## src/design/acsc_defines.svh

```systemverilog
/*
  Constants of the serial conversion controller: timing figures, the clock
  rate, serial word lengths and reset values.
  Assumes inclusion by bare name from any file of the block.
*/
`ifndef ACSC_DEFINES_SVH
`define ACSC_DEFINES_SVH

`define ACSC_CLK_MHZ         50
`define ACSC_CONVERT_STROBE_TIME_NS    3200
// Longest time, so the count rounds down
`define ACSC_CONVERT_STROBE_CYCLES     ((`ACSC_CONVERT_STROBE_TIME_NS * `ACSC_CLK_MHZ) / 1000)
`define ACSC_RESULT_BITS     16
`define ACSC_CFG_BITS        2
`define ACSC_FIFO_DEPTH      16
`define ACSC_CFG_RESET       2'h2
`define ACSC_ZERO_CODE       16'h0000

`endif

```

## src/design/acsc_pkg.sv

```systemverilog
/*
  Types of the serial conversion controller.
  Assumes acsc_defines.svh is on the include path.
*/
`include "acsc_defines.svh"

package acsc_pkg;

  typedef enum logic [1:0] {
    ACSC_SAMPLE  = 2'b00,
    ACSC_CONVERT = 2'b01,
    ACSC_SLEEP   = 2'b10
  } acsc_state_t;

  typedef struct packed {
    logic single_ended;
    logic odd_sign;
  } acsc_mux_cfg_t;

  typedef struct packed {
    logic [`ACSC_RESULT_BITS-1:0] pos;
    logic [`ACSC_RESULT_BITS-1:0] neg;
  } acsc_sample_t;

endpackage

```

## src/design/acsc_fifo.sv

```systemverilog
/*
  Synchronous FIFO with valid/ready on both sides, width and depth as
  parameters; depth must be a power of two.
  Assumes one clock and an asynchronous active-high reset.
*/
`timescale 1ns/10ps

module acsc_fifo #(
  parameter int WIDTH = 16,
  parameter int DEPTH = 16
) (
  input  wire logic             mclk,
  input  wire logic             sys_rst,
  input  wire logic             in_valid,
  output logic                  in_ready,
  input  wire logic [WIDTH-1:0] in_data,
  output logic                  out_valid,
  input  wire logic             out_ready,
  output logic [WIDTH-1:0]      out_data
);

  localparam int AW = $clog2(DEPTH);

  logic [WIDTH-1:0] mem [DEPTH];
  logic [AW:0]      wr_ptr;
  logic [AW:0]      rd_ptr;

  // Extra pointer bit tells full from empty
  assign in_ready  = (wr_ptr[AW] == rd_ptr[AW]) || (wr_ptr[AW-1:0] != rd_ptr[AW-1:0]);
  assign out_valid = (wr_ptr != rd_ptr);
  assign out_data  = mem[rd_ptr[AW-1:0]];

  always_ff @(posedge mclk) begin
    if (in_valid && in_ready) begin
      mem[wr_ptr[AW-1:0]] <= in_data;
    end
  end

  always_ff @(posedge mclk or posedge sys_rst) begin
    if (sys_rst) begin
      wr_ptr <= '0;
    end else if (in_valid && in_ready) begin
      wr_ptr <= wr_ptr + 1'b1;
    end
  end

  always_ff @(posedge mclk or posedge sys_rst) begin
    if (sys_rst) begin
      rd_ptr <= '0;
    end else if (out_valid && out_ready) begin
      rd_ptr <= rd_ptr + 1'b1;
    end
  end

endmodule

```

## src/design/acsc_top.sv

```systemverilog
/*
  Conversion sequencing and serial result/config port of a 16-bit converter.
  Assumes convert strobe, shift clock and config input come from pins
  asynchronous to mclk, and that analog inputs arrive as 16-bit codes
  scaled to the reference span.
*/
`timescale 1ns/10ps
`include "acsc_defines.svh"

module acsc_top #(
  parameter bit TWO_CHANNEL = 1'b1,
  parameter int CONVERT_STROBE_CYCLES = `ACSC_CONVERT_STROBE_CYCLES,
  parameter int FIFO_DEPTH  = `ACSC_FIFO_DEPTH
) (
  input  wire logic                         mclk,
  input  wire logic                         sys_rst,
  input  wire logic                         convert_strobe,
  input  wire logic                         shift_clk,
  input  wire logic                         serial_config_in,
  input  wire logic [`ACSC_RESULT_BITS-1:0] analog_input_a,
  input  wire logic [`ACSC_RESULT_BITS-1:0] analog_input_b,
  output logic                              serial_result_out,
  output logic                              serial_result_oe,
  output logic                              sleep_state,
  output logic                              convert_strobe_busy
);

  localparam int RB = `ACSC_RESULT_BITS;
  localparam int CW = $clog2(CONVERT_STROBE_CYCLES + 1);

  function automatic logic [RB-1:0] diff_code(input acsc_pkg::acsc_sample_t s);
    // Negative difference clips to zero; top code is reference minus one step
    diff_code = (s.pos > s.neg) ? RB'(s.pos - s.neg) : `ACSC_ZERO_CODE;
  endfunction

  // Two-flop synchronisers and edge finders
  logic [1:0] convert_strobe_sync;
  logic [1:0] sck_sync;
  logic [1:0] sdi_sync;
  logic       convert_strobe_d;
  logic       sck_d;

  always_ff @(posedge mclk or posedge sys_rst) begin
    if (sys_rst) begin
      convert_strobe_sync <= 2'h0;
      sck_sync  <= 2'h0;
      sdi_sync  <= 2'h0;
      convert_strobe_d    <= 1'b0;
      sck_d     <= 1'b0;
    end else begin
      convert_strobe_sync <= {convert_strobe_sync[0], convert_strobe};
      sck_sync  <= {sck_sync[0], shift_clk};
      sdi_sync  <= {sdi_sync[0], serial_config_in};
      convert_strobe_d    <= convert_strobe_sync[1];
      sck_d     <= sck_sync[1];
    end
  end

  logic convert_strobe_rise;
  logic convert_strobe_fall;
  logic sck_rise;
  logic sck_fall;
  assign convert_strobe_rise = convert_strobe_sync[1] && !convert_strobe_d;
  assign convert_strobe_fall = !convert_strobe_sync[1] && convert_strobe_d;
  assign sck_rise  = sck_sync[1] && !sck_d && !convert_strobe_sync[1];
  assign sck_fall  = !sck_sync[1] && sck_d && !convert_strobe_sync[1];

  // Configuration capture
  acsc_pkg::acsc_mux_cfg_t cfg_active;
  logic [`ACSC_CFG_BITS-1:0] cfg_shift;
  logic [1:0]                cfg_count;
  logic                      cfg_done;
  assign cfg_done = (cfg_count == 2'(`ACSC_CFG_BITS));

  always_ff @(posedge mclk or posedge sys_rst) begin
    if (sys_rst) begin
      cfg_shift <= `ACSC_CFG_RESET;
      cfg_count <= 2'h0;
    end else if (convert_strobe_rise) begin
      cfg_count <= 2'h0;
    end else if (TWO_CHANNEL && sck_rise && !cfg_done) begin
      cfg_shift <= {cfg_shift[0], sdi_sync[1]};
      cfg_count <= cfg_count + 2'h1;
    end
    // Bits past the second are dropped
  end

  // Word only takes effect at the next conversion start
  always_ff @(posedge mclk or posedge sys_rst) begin
    if (sys_rst) begin
      cfg_active <= acsc_pkg::acsc_mux_cfg_t'(`ACSC_CFG_RESET);
    end else if (convert_strobe_rise && cfg_done) begin
      cfg_active <= acsc_pkg::acsc_mux_cfg_t'(cfg_shift);
    end
  end

  // Input multiplexer, evaluated with the configuration in force at start
  acsc_pkg::acsc_mux_cfg_t cfg_use;
  acsc_pkg::acsc_sample_t  next_sample;
  assign cfg_use = cfg_done ? acsc_pkg::acsc_mux_cfg_t'(cfg_shift) : cfg_active;

  always_comb begin
    next_sample.pos = analog_input_a;
    next_sample.neg = analog_input_b;
    if (TWO_CHANNEL) begin
      if (cfg_use.single_ended) begin
        next_sample.pos = cfg_use.odd_sign ? analog_input_b : analog_input_a;
        next_sample.neg = `ACSC_ZERO_CODE;
      end else if (cfg_use.odd_sign) begin
        next_sample.pos = analog_input_b;
        next_sample.neg = analog_input_a;
      end
    end
  end

  // Conversion sequencer
  acsc_pkg::acsc_state_t  state;
  acsc_pkg::acsc_sample_t held;
  logic [CW-1:0]          convert_strobe_count;
  logic                   push_valid;
  logic                   push_ready;
  logic                   convert_strobe_done;
  assign convert_strobe_done  = (convert_strobe_count == CW'(CONVERT_STROBE_CYCLES));
  assign push_valid = (state == acsc_pkg::ACSC_CONVERT) && convert_strobe_done;

  always_ff @(posedge mclk or posedge sys_rst) begin
    if (sys_rst) begin
      held <= '0;
    end else if (convert_strobe_rise) begin
      held <= next_sample;
    end
  end

  always_ff @(posedge mclk or posedge sys_rst) begin
    if (sys_rst) begin
      state      <= acsc_pkg::ACSC_SAMPLE;
      convert_strobe_count <= '0;
    end else begin
      case (state)
        acsc_pkg::ACSC_SAMPLE: begin
          if (convert_strobe_rise) begin
            state      <= acsc_pkg::ACSC_CONVERT;
            convert_strobe_count <= '0;
          end
        end
        acsc_pkg::ACSC_CONVERT: begin
          if (!convert_strobe_done) begin
            convert_strobe_count <= convert_strobe_count + 1'b1;
          end else if (push_ready) begin
            // Held while the buffer is full; that stall is the back-pressure
            state <= convert_strobe_sync[1] ? acsc_pkg::ACSC_SLEEP : acsc_pkg::ACSC_SAMPLE;
          end
          if (convert_strobe_fall) begin
            // Early fall abandons the conversion
            state <= acsc_pkg::ACSC_SAMPLE;
          end
        end
        acsc_pkg::ACSC_SLEEP: begin
          if (convert_strobe_fall) begin
            state <= acsc_pkg::ACSC_SAMPLE;
          end
        end
        default: begin
          state <= acsc_pkg::ACSC_SAMPLE;
        end
      endcase
    end
  end

  always_ff @(posedge mclk or posedge sys_rst) begin
    if (sys_rst) begin
      sleep_state <= 1'b0;
      convert_strobe_busy   <= 1'b0;
    end else begin
      sleep_state <= (state == acsc_pkg::ACSC_SLEEP);
      convert_strobe_busy   <= (state == acsc_pkg::ACSC_CONVERT);
    end
  end

  // Result buffer
  logic          pop_valid;
  logic [RB-1:0] pop_data;
  logic          pop_take;
  assign pop_take = convert_strobe_fall && pop_valid;

  acsc_fifo #(
    .WIDTH (RB),
    .DEPTH (FIFO_DEPTH)
  ) u_fifo (
    .mclk      (mclk),
    .sys_rst   (sys_rst),
    .in_valid  (push_valid),
    .in_ready  (push_ready),
    .in_data   (diff_code(held)),
    .out_valid (pop_valid),
    .out_ready (pop_take),
    .out_data  (pop_data)
  );

  // Result shifter
  logic [RB-1:0] out_shift;

  always_ff @(posedge mclk or posedge sys_rst) begin
    if (sys_rst) begin
      out_shift         <= `ACSC_ZERO_CODE;
      serial_result_out <= 1'b0;
      serial_result_oe  <= 1'b0;
    end else if (convert_strobe_rise) begin
      serial_result_oe  <= 1'b0;
      serial_result_out <= 1'b0;
    end else if (convert_strobe_fall) begin
      // Empty buffer means no finished result: send zeros
      out_shift         <= pop_valid ? pop_data : `ACSC_ZERO_CODE;
      serial_result_out <= pop_valid ? pop_data[RB-1] : 1'b0;
      serial_result_oe  <= 1'b1;
    end else if (sck_fall) begin
      out_shift         <= {out_shift[RB-2:0], 1'b0};
      serial_result_out <= out_shift[RB-2];
    end
  end

endmodule

```

## config.mk

```make
export PLATFORM = sky130hd
export DESIGN_NAME = acsc_top
export DESIGN_NICKNAME = d
export VERILOG_FILES = /design/src/design/acsc_pkg.sv /design/src/design/acsc_fifo.sv /design/src/design/acsc_top.sv
export VERILOG_INCLUDE_DIRS = /design/src /design/src/design
export SDC_FILE = /design/constraint.sdc
export NUM_CORES = 1
export LEC_CHECK = 0
export BUFFER_PORTS_ARGS = -buffer_cell sky130_fd_sc_hd__buf_2
export CAP_MARGIN = 20
export CORE_AREA = 2 2 157 159
export CTS_BUF_LIST = sky130_fd_sc_hd__clkbuf_16
export DETAILED_ROUTE_END_ITERATION = 10
export DIE_AREA = 0 0 159 161
export GPL_TIMING_DRIVEN = 0
export PLACE_DENSITY_LB_ADDON = 0.12
export SETUP_SLACK_MARGIN = 0.5
export SYNTH_ARGS = -nofsm -noshare
export SYNTH_HDL_FRONTEND = slang
export SYNTH_HIERARCHICAL = 1
export SYNTH_SLANG_ARGS = --single-unit
```

## constraint.sdc

```tcl
create_clock -name mclk -period 3.5 [get_ports mclk]
set_input_delay 0.35 -clock mclk [delete_from_list [all_inputs] [get_ports mclk]]
set_output_delay 0.35 -clock mclk [all_outputs]
set_load 0.005 [all_outputs]
```

==> results of run 1 <==
## cells in the mapped netlist, types with 9 or more instances
library cell	number	area, um^2
mux4_2	64	1440
o21ai_0	25	125
nor2_2	10	62.6
a21oi_1	48	240
nor2_1	66	248
o22ai_1	48	300
dfrtp_1	83	2080
edfxtp_1	256	7690
nand2_1	41	154
nor3_1	9	45.0
mux2i_1	37	370
ha_1	26	325
clkbuf_1	15	56.3
inv_1	33	124
buf_2	12	60.1
xnor2_1	19	166
nor2b_1	27	169
## metal layers
| layer | wire (um) | vias to the layer above |
|---|---|---|
| met2 | 14500 | 252 |
| met5 | 0 | - |
| met4 | 891 | 0 |
| li1 | - | 3799 |
| met1 | 13000 | 4240 |
| met3 | 1870 | 60 |
## what timing repair did
action,4_1_cts,5_1_grt
setup endpoints to repair,73,226
hold endpoints to repair,38,0
hold buffers,4,0
gates resized for setup,5,15
pin swaps,0,3
buffers inserted,0,9
## power breakdown
group / switching (mW) / internal, mW
Combinational: 2.19 / 1.03
Clock: 1.51 / 2.03
Sequential: 0.0955 / 5.64
Total: 3.80 / 8.69
## worst max-delay path by stage
stage	startpoint	to	slack (ns)	depth (start not counted)
after CTS	convert_strobe_count[0]	u_fifo/mem[13][14]	0.51	8
final	held[0]	u_fifo/mem[11][5]	0.60	8
after global placement	convert_strobe_count[0]	u_fifo/mem[12][11]	-0.84	7
after global routing	held[0]	u_fifo/mem[8][11]	0.48	8
after detailed placement	held[0]	u_fifo/mem[9][9]	0.24	7
after floorplan	convert_strobe_count[0]	u_fifo/mem[12][0]	0.51	7
## area by class of cell
class,instances,area [um^2]
well taps,324,405
fillers,1589,7010
clock inverters,26,206
flip-flops and latches,341,9820
repair buffers,72,608
plain buffers,43,265
multi-input cells,514,4620
clock buffers,36,901
inverters,33,126
## cell families (layout without fill, tap and decap cells)
| kind of cell | after synthesis | after routing |
|---|---|---|
| AND/OR/NAND/NOR | 189 | 189 |
| XOR/XNOR | 28 | 28 |
| adder cells (fa/ha/maj) | 27 | 27 |
| flip-flops | 341 | 341 |
| buffers and inverters | 76 | 210 |
| multiplexers | 109 | 109 |
| AO/OA/AOI/OAI | 161 | 161 |
## per-stage QoR
stage	setup TNS [ns]	cell area, um^2	utilization [%]	worst slack, ns	std cells
6_report	0	17000	70.7	0.605	1389
4_1_cts	0	16800	70.1	0.514	1380
5_1_grt	0	17000	70.7	0.478	1389
3_3_place_gp	-47.23	15300	63.8	-0.842	1295
3_5_place_dp	0	15600	65.2	0.243	1314
2_1_floorplan	0	14700	-	0.514	931
## flip-flops by register name (all words and copies together) (netlist names), 5 cells and up
name / count
convert_strobe_count: 8
held: 32
out_shift: 15
u_fifo/mem: 256
u_fifo/rd_ptr: 5
u_fifo/wr_ptr: 5
## worst register-to-register path: cells and delay by family, from the launching register on
family / cells / cell delay (ns)
fa+ha+maj: 2 / 0.63
compound gates: 3 / 0.73
buf+inv: 1 / 0.20
flops: 1 / 0.38
simple gates: 2 / 0.68
==> results.py, run 1 <==
metrics = {
    "clocking": {
        "cts.sinks": 341,
        "numCtsBuffers": 36,
        "ctsHtreeMaxLevel": 2,
        "cts_buffer_depth": 3,
        "clk_pin_slew_ns": 0.06,
        "cts-root-buf": "clkbuf_16",
        "cts_tree": "yes",
        "clk_latency_ns": 0.52,
    },
    "final_layout": {
        "n_antenna_cell": 0,
        "final_common_cell": "edfxtp_1",
        "fin_nets": 1105,
        "synthToLayoutAreaGrowth_pct": 15.6,
        "drive_gt1_share_pct": 24.3,
        "mostFrequentLayoutCells": "edfxtp_1, dfrtp_1, mux4_2",
    },
    "synth": {
        "synth-edff-count": 256,
        "ys_ff_latch": 341,
        "synthFlopType": "edfxtp_1",
        "synth_compound_area_share_pct": 6.94,
        "synth_fa_ha_area_share_pct": 2.35,
        "yosys.area_share.xor_xnor_pct": 1.72,
        "ys_warn_count": 6,
        "ys_async_sr_fraction_pct": 24.9,
        "syn_area_um2": 14700,
        "synth_top_family_by_area": "multiplexers",
        "yosysSeqAreaShare_pct": 66.9,
        "avgSynthCellArea_um2": 15.8,
        "netlist_instances": 931,
        "ys_types": 66,
        "synthSimpleGateAreaFrac_pct": 6.45,
        "synthMuxAreaShare_pct": 13.0,
        "syn_nets": 995,
    },
    "timing": {
        "rsz0062_at_grt": "yes",
        "clock_skew_ns": 0.0140,
        "finalHoldViolCount": 0,
        "finalCriticalPeriod_ns": 2.90,
        "whs_ns": 0.123,
        "maxSlewViolCount": 0,
        "slew_headroom_pct": 34.3,
        "fin_crit_sh_pct": 82.7,
        "worstMarginPinSlew_ns": 0.975,
        "final-setup-viol-count": 0,
        "max_freq_ghz": 0.345,
    },
    "hold_path": {
        "whs_path_depth": 3,
        "min_to": "held[10]",
        "hp-class": "in2reg",
        "min_from": "analog_input_a[10]",
    },
    "pwr": {
        "power.leakage_nw": 6.19,
        "power_density_nw_per_um2": 737,
        "vdd_drop_max_mv": 0.748,
        "finalPower_mw": 12.5,
    },
    "worst_setup_path": {
        "cp_cell_sequence": "ha_1 > fa_1 > nand2b_1 > a21oi_1 > o211a_1 > o21ai_4 > buf_12 > nor2_2",
        "worst_setup_path_end_kind": "flip-flop",
        "path_buf_inv": 1,
        "path_max_fanout": 16,
        "cp.arrival_ns": 3.14,
        "rrSetupSlack_ns": 0.60,
        "ff2ff_path_depth": 8,
        "r2r-end": "u_fifo/mem[11][5]",
        "path_class": "reg2reg",
        "crit_path_start_kind": "flip-flop",
        "cpLargestDelayFamily": "compound AO/OA/AOI/OAI gates",
        "critPathSlowestCell": "nor2_2",
        "r2r_start": "held[0]",
        "crit_required_ns": 3.74,
        "critPathMaxStageDelay_ns": 0.49,
    },
    "route": {
        "routed_wl_um": 30200,
        "wire_per_inst_um": 21.7,
        "drc_errors": 0,
        "viasPerCell": 6.01,
        "vias": 8351,
        "drt_iter0_markers": 879,
        "drt-pass1-iter-count": 5,
        "antenna_left": 0,
    },
    "floorplan": {
        "start_util_pct": 61.2,
        "pin_count": 41,
        "die_h_um": 161,
        "fp.dieW_um": 159,
        "dieArea_um2": 25600,
        "rows": 57,
        "placeableCoreArea_um2": 24000,
    },
    "global_routing": {
        "use_met1_pct": 35.1,
        "top_usage_layer": "met2",
        "grt_usage_pct": 24.2,
        "met3_usage_pct": 4.24,
        "grt_pass1_wl_um": 47400,
        "antenna_found_initial": 0,
        "grt_overflow": 0,
        "grt_pass1_vias": 8463,
        "grt_use_met2_pct": 38.1,
        "grt_max_degree": 51,
    },
    "status": {
        "status": "complete, no violations",
    },
    "place": {
        "post-dp-hpwl_um": 20900,
        "gp_congestion": 0.846,
        "port_buffers": 40,
    },
    "flow_run": {
        "drv_cap": 0,
    },
}
Note: power is estimated with default switching activity, not from simulation.
==> run 2: changes to the inputs <==
--- a/config.mk
+++ b/config.mk
@@ -8,10 +8,10 @@
 export LEC_CHECK = 0
 export BUFFER_PORTS_ARGS = -buffer_cell sky130_fd_sc_hd__buf_2
 export CAP_MARGIN = 20
-export CORE_AREA = 2 2 157 159
+export CORE_AREA = 2 2 165 167
 export CTS_BUF_LIST = sky130_fd_sc_hd__clkbuf_16
 export DETAILED_ROUTE_END_ITERATION = 10
-export DIE_AREA = 0 0 159 161
+export DIE_AREA = 0 0 167 169
 export GPL_TIMING_DRIVEN = 0
 export PLACE_DENSITY_LB_ADDON = 0.12
 export SETUP_SLACK_MARGIN = 0.5
==> constraint.sdc (replaced) <==
create_clock -name mclk -period 2.45 [get_ports mclk]
set_input_delay 0.245 -clock mclk [delete_from_list [all_inputs] [get_ports mclk]]
set_output_delay 0.245 -clock mclk [all_outputs]
set_load 0.005 [all_outputs]
==> run 2 against run 1 <==
Effect of this change: the flow now finishes with violations (negative setup slack); final cell count increased by 5.0%; critical path type unchanged; cell area increased by 8.1%; worst hold slack got worse by 0.090 ns; first-iteration DRC count decreased by 6.8%.
==> results.py, run 2 (synthesis gave the netlist of run 1 again) <==
metrics = {
    "status": {
        "status": "finished with violations",
        "violations": "negative setup slack",
    },
    "pwr": {
        "combinationalPowerShare_pct": 36.8,
        "seqPwrFrac_pct": 37.6,
        "p_switching_mw": 6.59,
        "p_clk_share_pct": 25.7,
        "vdd_drop_max_mv": 0.937,
        "p_sw_share_pct": 30.2,
        "finalPower_mw": 21.8,
        "power.leakage_nw": 6.67,
        "intPower_mw": 15.2,
        "power_density_nw_per_um2": 1190,
    },
    "route": {
        "antenna_left": 0,
        "drt-pass1-iter-count": 5,
        "routed_wl_um": 32600,
        "drt_iter0_markers": 819,
        "drc_errors": 0,
        "viasPerCell": 5.90,
        "wire_per_inst_um": 22.3,
        "vias": 8615,
    },
    "global_routing": {
        "antenna_found_initial": 0,
        "grt_max_degree": 68,
        "grt_pass1_vias": 8497,
        "grt_overflow": 0,
        "grt_pass1_wl_um": 48700,
        "grt_usage_pct": 22.8,
    },
    "hold_path": {
        "min_to": "held[11]",
        "hp-class": "in2reg",
        "min_from": "analog_input_a[11]",
        "whs_path_depth": 3,
    },
    "floorplan": {
        "die_h_um": 169,
        "dieArea_um2": 28200,
        "start_util_pct": 55.4,
        "fp.dieW_um": 167,
        "placeableCoreArea_um2": 26500,
        "pin_count": 41,
        "rows": 60,
    },
    "worst_setup_path": {
        "ff2ff_path_depth": 11,
        "critPathSlowestCell": "dfrtp_1",
        "cpLargestDelayFamily": "compound AO/OA/AOI/OAI gates",
        "crit_path_start_kind": "flip-flop",
        "cp.arrival_ns": 2.93,
        "worst_setup_path_end_kind": "flip-flop",
        "cp_cell_sequence": "ha_2 > fa_2 > nand2b_4 > a21oi_4 > o211a_1 > o21ai_4 > buf_12 > o21bai_4 > a2111oi_4 > buf_4 > clkbuf_16",
        "path_max_fanout": 8,
        "path_buf_inv": 3,
        "r2r-end": "u_fifo/mem[6][15]",
        "path_class": "reg2reg",
        "r2r_start": "held[0]",
        "worstSetupStartpoint": "held[0]",
        "critPathMaxStageDelay_ns": 0.39,
        "crit_required_ns": 2.83,
        "rrSetupSlack_ns": -0.1,
    },
    "timing": {
        "finalCriticalPeriod_ns": 2.55,
        "max_freq_ghz": 0.393,
        "clock_skew_ns": 0.0153,
        "slew_headroom_pct": 52.1,
        "whs_ns": 0.0324,
        "fin_crit_sh_pct": 104,
        "worstMarginPinSlew_ns": 0.709,
        "rsz0062_at_grt": "yes",
        "final-setup-viol-count": 208,
        "setup_ws_ns": -0.0975,
        "finalHoldViolCount": 0,
        "maxSlewViolCount": 0,
    },
    "clocking": {
        "clk_latency_ns": 0.52,
        "cts_buffer_depth": 3,
        "cts-root-buf": "clkbuf_16",
        "clk_pin_slew_ns": 0.06,
        "numCtsBuffers": 36,
        "cts.sinks": 341,
        "cts_tree": "yes",
        "ctsHtreeMaxLevel": 2,
    },
    "final_layout": {
        "drive_gt1_share_pct": 32.8,
        "largest_register_ffs": 256,
        "postLayoutCellArea_um2": 18300,
        "fin_nets": 1154,
        "synthToLayoutAreaGrowth_pct": 25.0,
        "final_common_cell": "edfxtp_1",
        "mostFrequentLayoutCells": "edfxtp_1, dfrtp_1, mux4_2",
        "n_antenna_cell": 0,
    },
    "place": {
        "placed_cell_area_um2": 15700,
        "gp_congestion": 0.785,
        "dp_slack_ns": -0.563,
        "post-dp-hpwl_um": 20200,
        "port_buffers": 40,
    },
    "flow_run": {
        "drv_cap": 0,
    },
}
## run 2: cell count changes in the layout (fill, tap and decap cells not counted), sizes merged
cell,before,now
bufinv,2,6
clkinvlp,0,4
clkbuf,51,57
inv,42,44
buf,96,140
clkinv,15,8
## run 2: worst max path at each step
stage / end / cells past startpoint
final: u_fifo/mem[6][15] / 11
after global routing: u_fifo/mem[6][15] / 12
after CTS: u_fifo/mem[7][12] / 8
after detailed placement: u_fifo/mem[11][15] / 8
after global placement: u_fifo/mem[13][9] / 8
after floorplan: u_fifo/mem[0][15] / 8
## run 2: metal layers
metal  share of wire [%]  GRT usage, %  routed length (um)
met5                   0             0                   0
met4                 2.0          5.96                 662
met2                  50          37.8               16200
met1                  42          32.1               13600
met3                 6.5          3.60                2110
## run 2: area by class of cell
type	instances	area, um^2
buffer	43	310
timing repair buffer	121	1310
sequential	341	9820
clock buffer	37	926
tap	341	427
fill	1711	8170
multi-input combinational	514	5110
inverter	33	126
clock inverter	29	309
## run 2: worst register-to-register path: cells and delay by family, from the launching register on
family / cells / cell delay [ns]
compound gates: 5 / 0.81
fa+ha+maj: 2 / 0.57
buf+inv: 3 / 0.49
flops: 1 / 0.39
simple gates: 1 / 0.16
## run 2: through the flow
stage | TNS [ns] | instances | utilization (%)
CTS | 0 | 1423 | 66.7
floorplan | -0.360 | 931 | -
global route | -22.84 | 1459 | 69.2
finish | -10.47 | 1459 | 69.2
global placement | -131.51 | 1312 | 59.0
detailed placement | -76.90 | 1314 | 59.2
## run 2: power by group through the flow
stage	Combinational (mW)	Sequential (mW)	Clock [mW]
after floorplan	3.14	8.27	0
after global placement	4.47	8.33	0
after detailed placement	4.60	8.33	0
after CTS	6.12	8.20	5.69
after global routing	8.54	8.22	5.93
final	8.02	8.19	5.60
## run 2: repair_timing
action,CTS,global route
endpoints found under the hold margin,86,0
cloned,2,5
pin swaps,15,20
hold buffers,4,0
endpoints found under the setup margin,569,576
gates resized for setup,56,27
buffers inserted,37,31
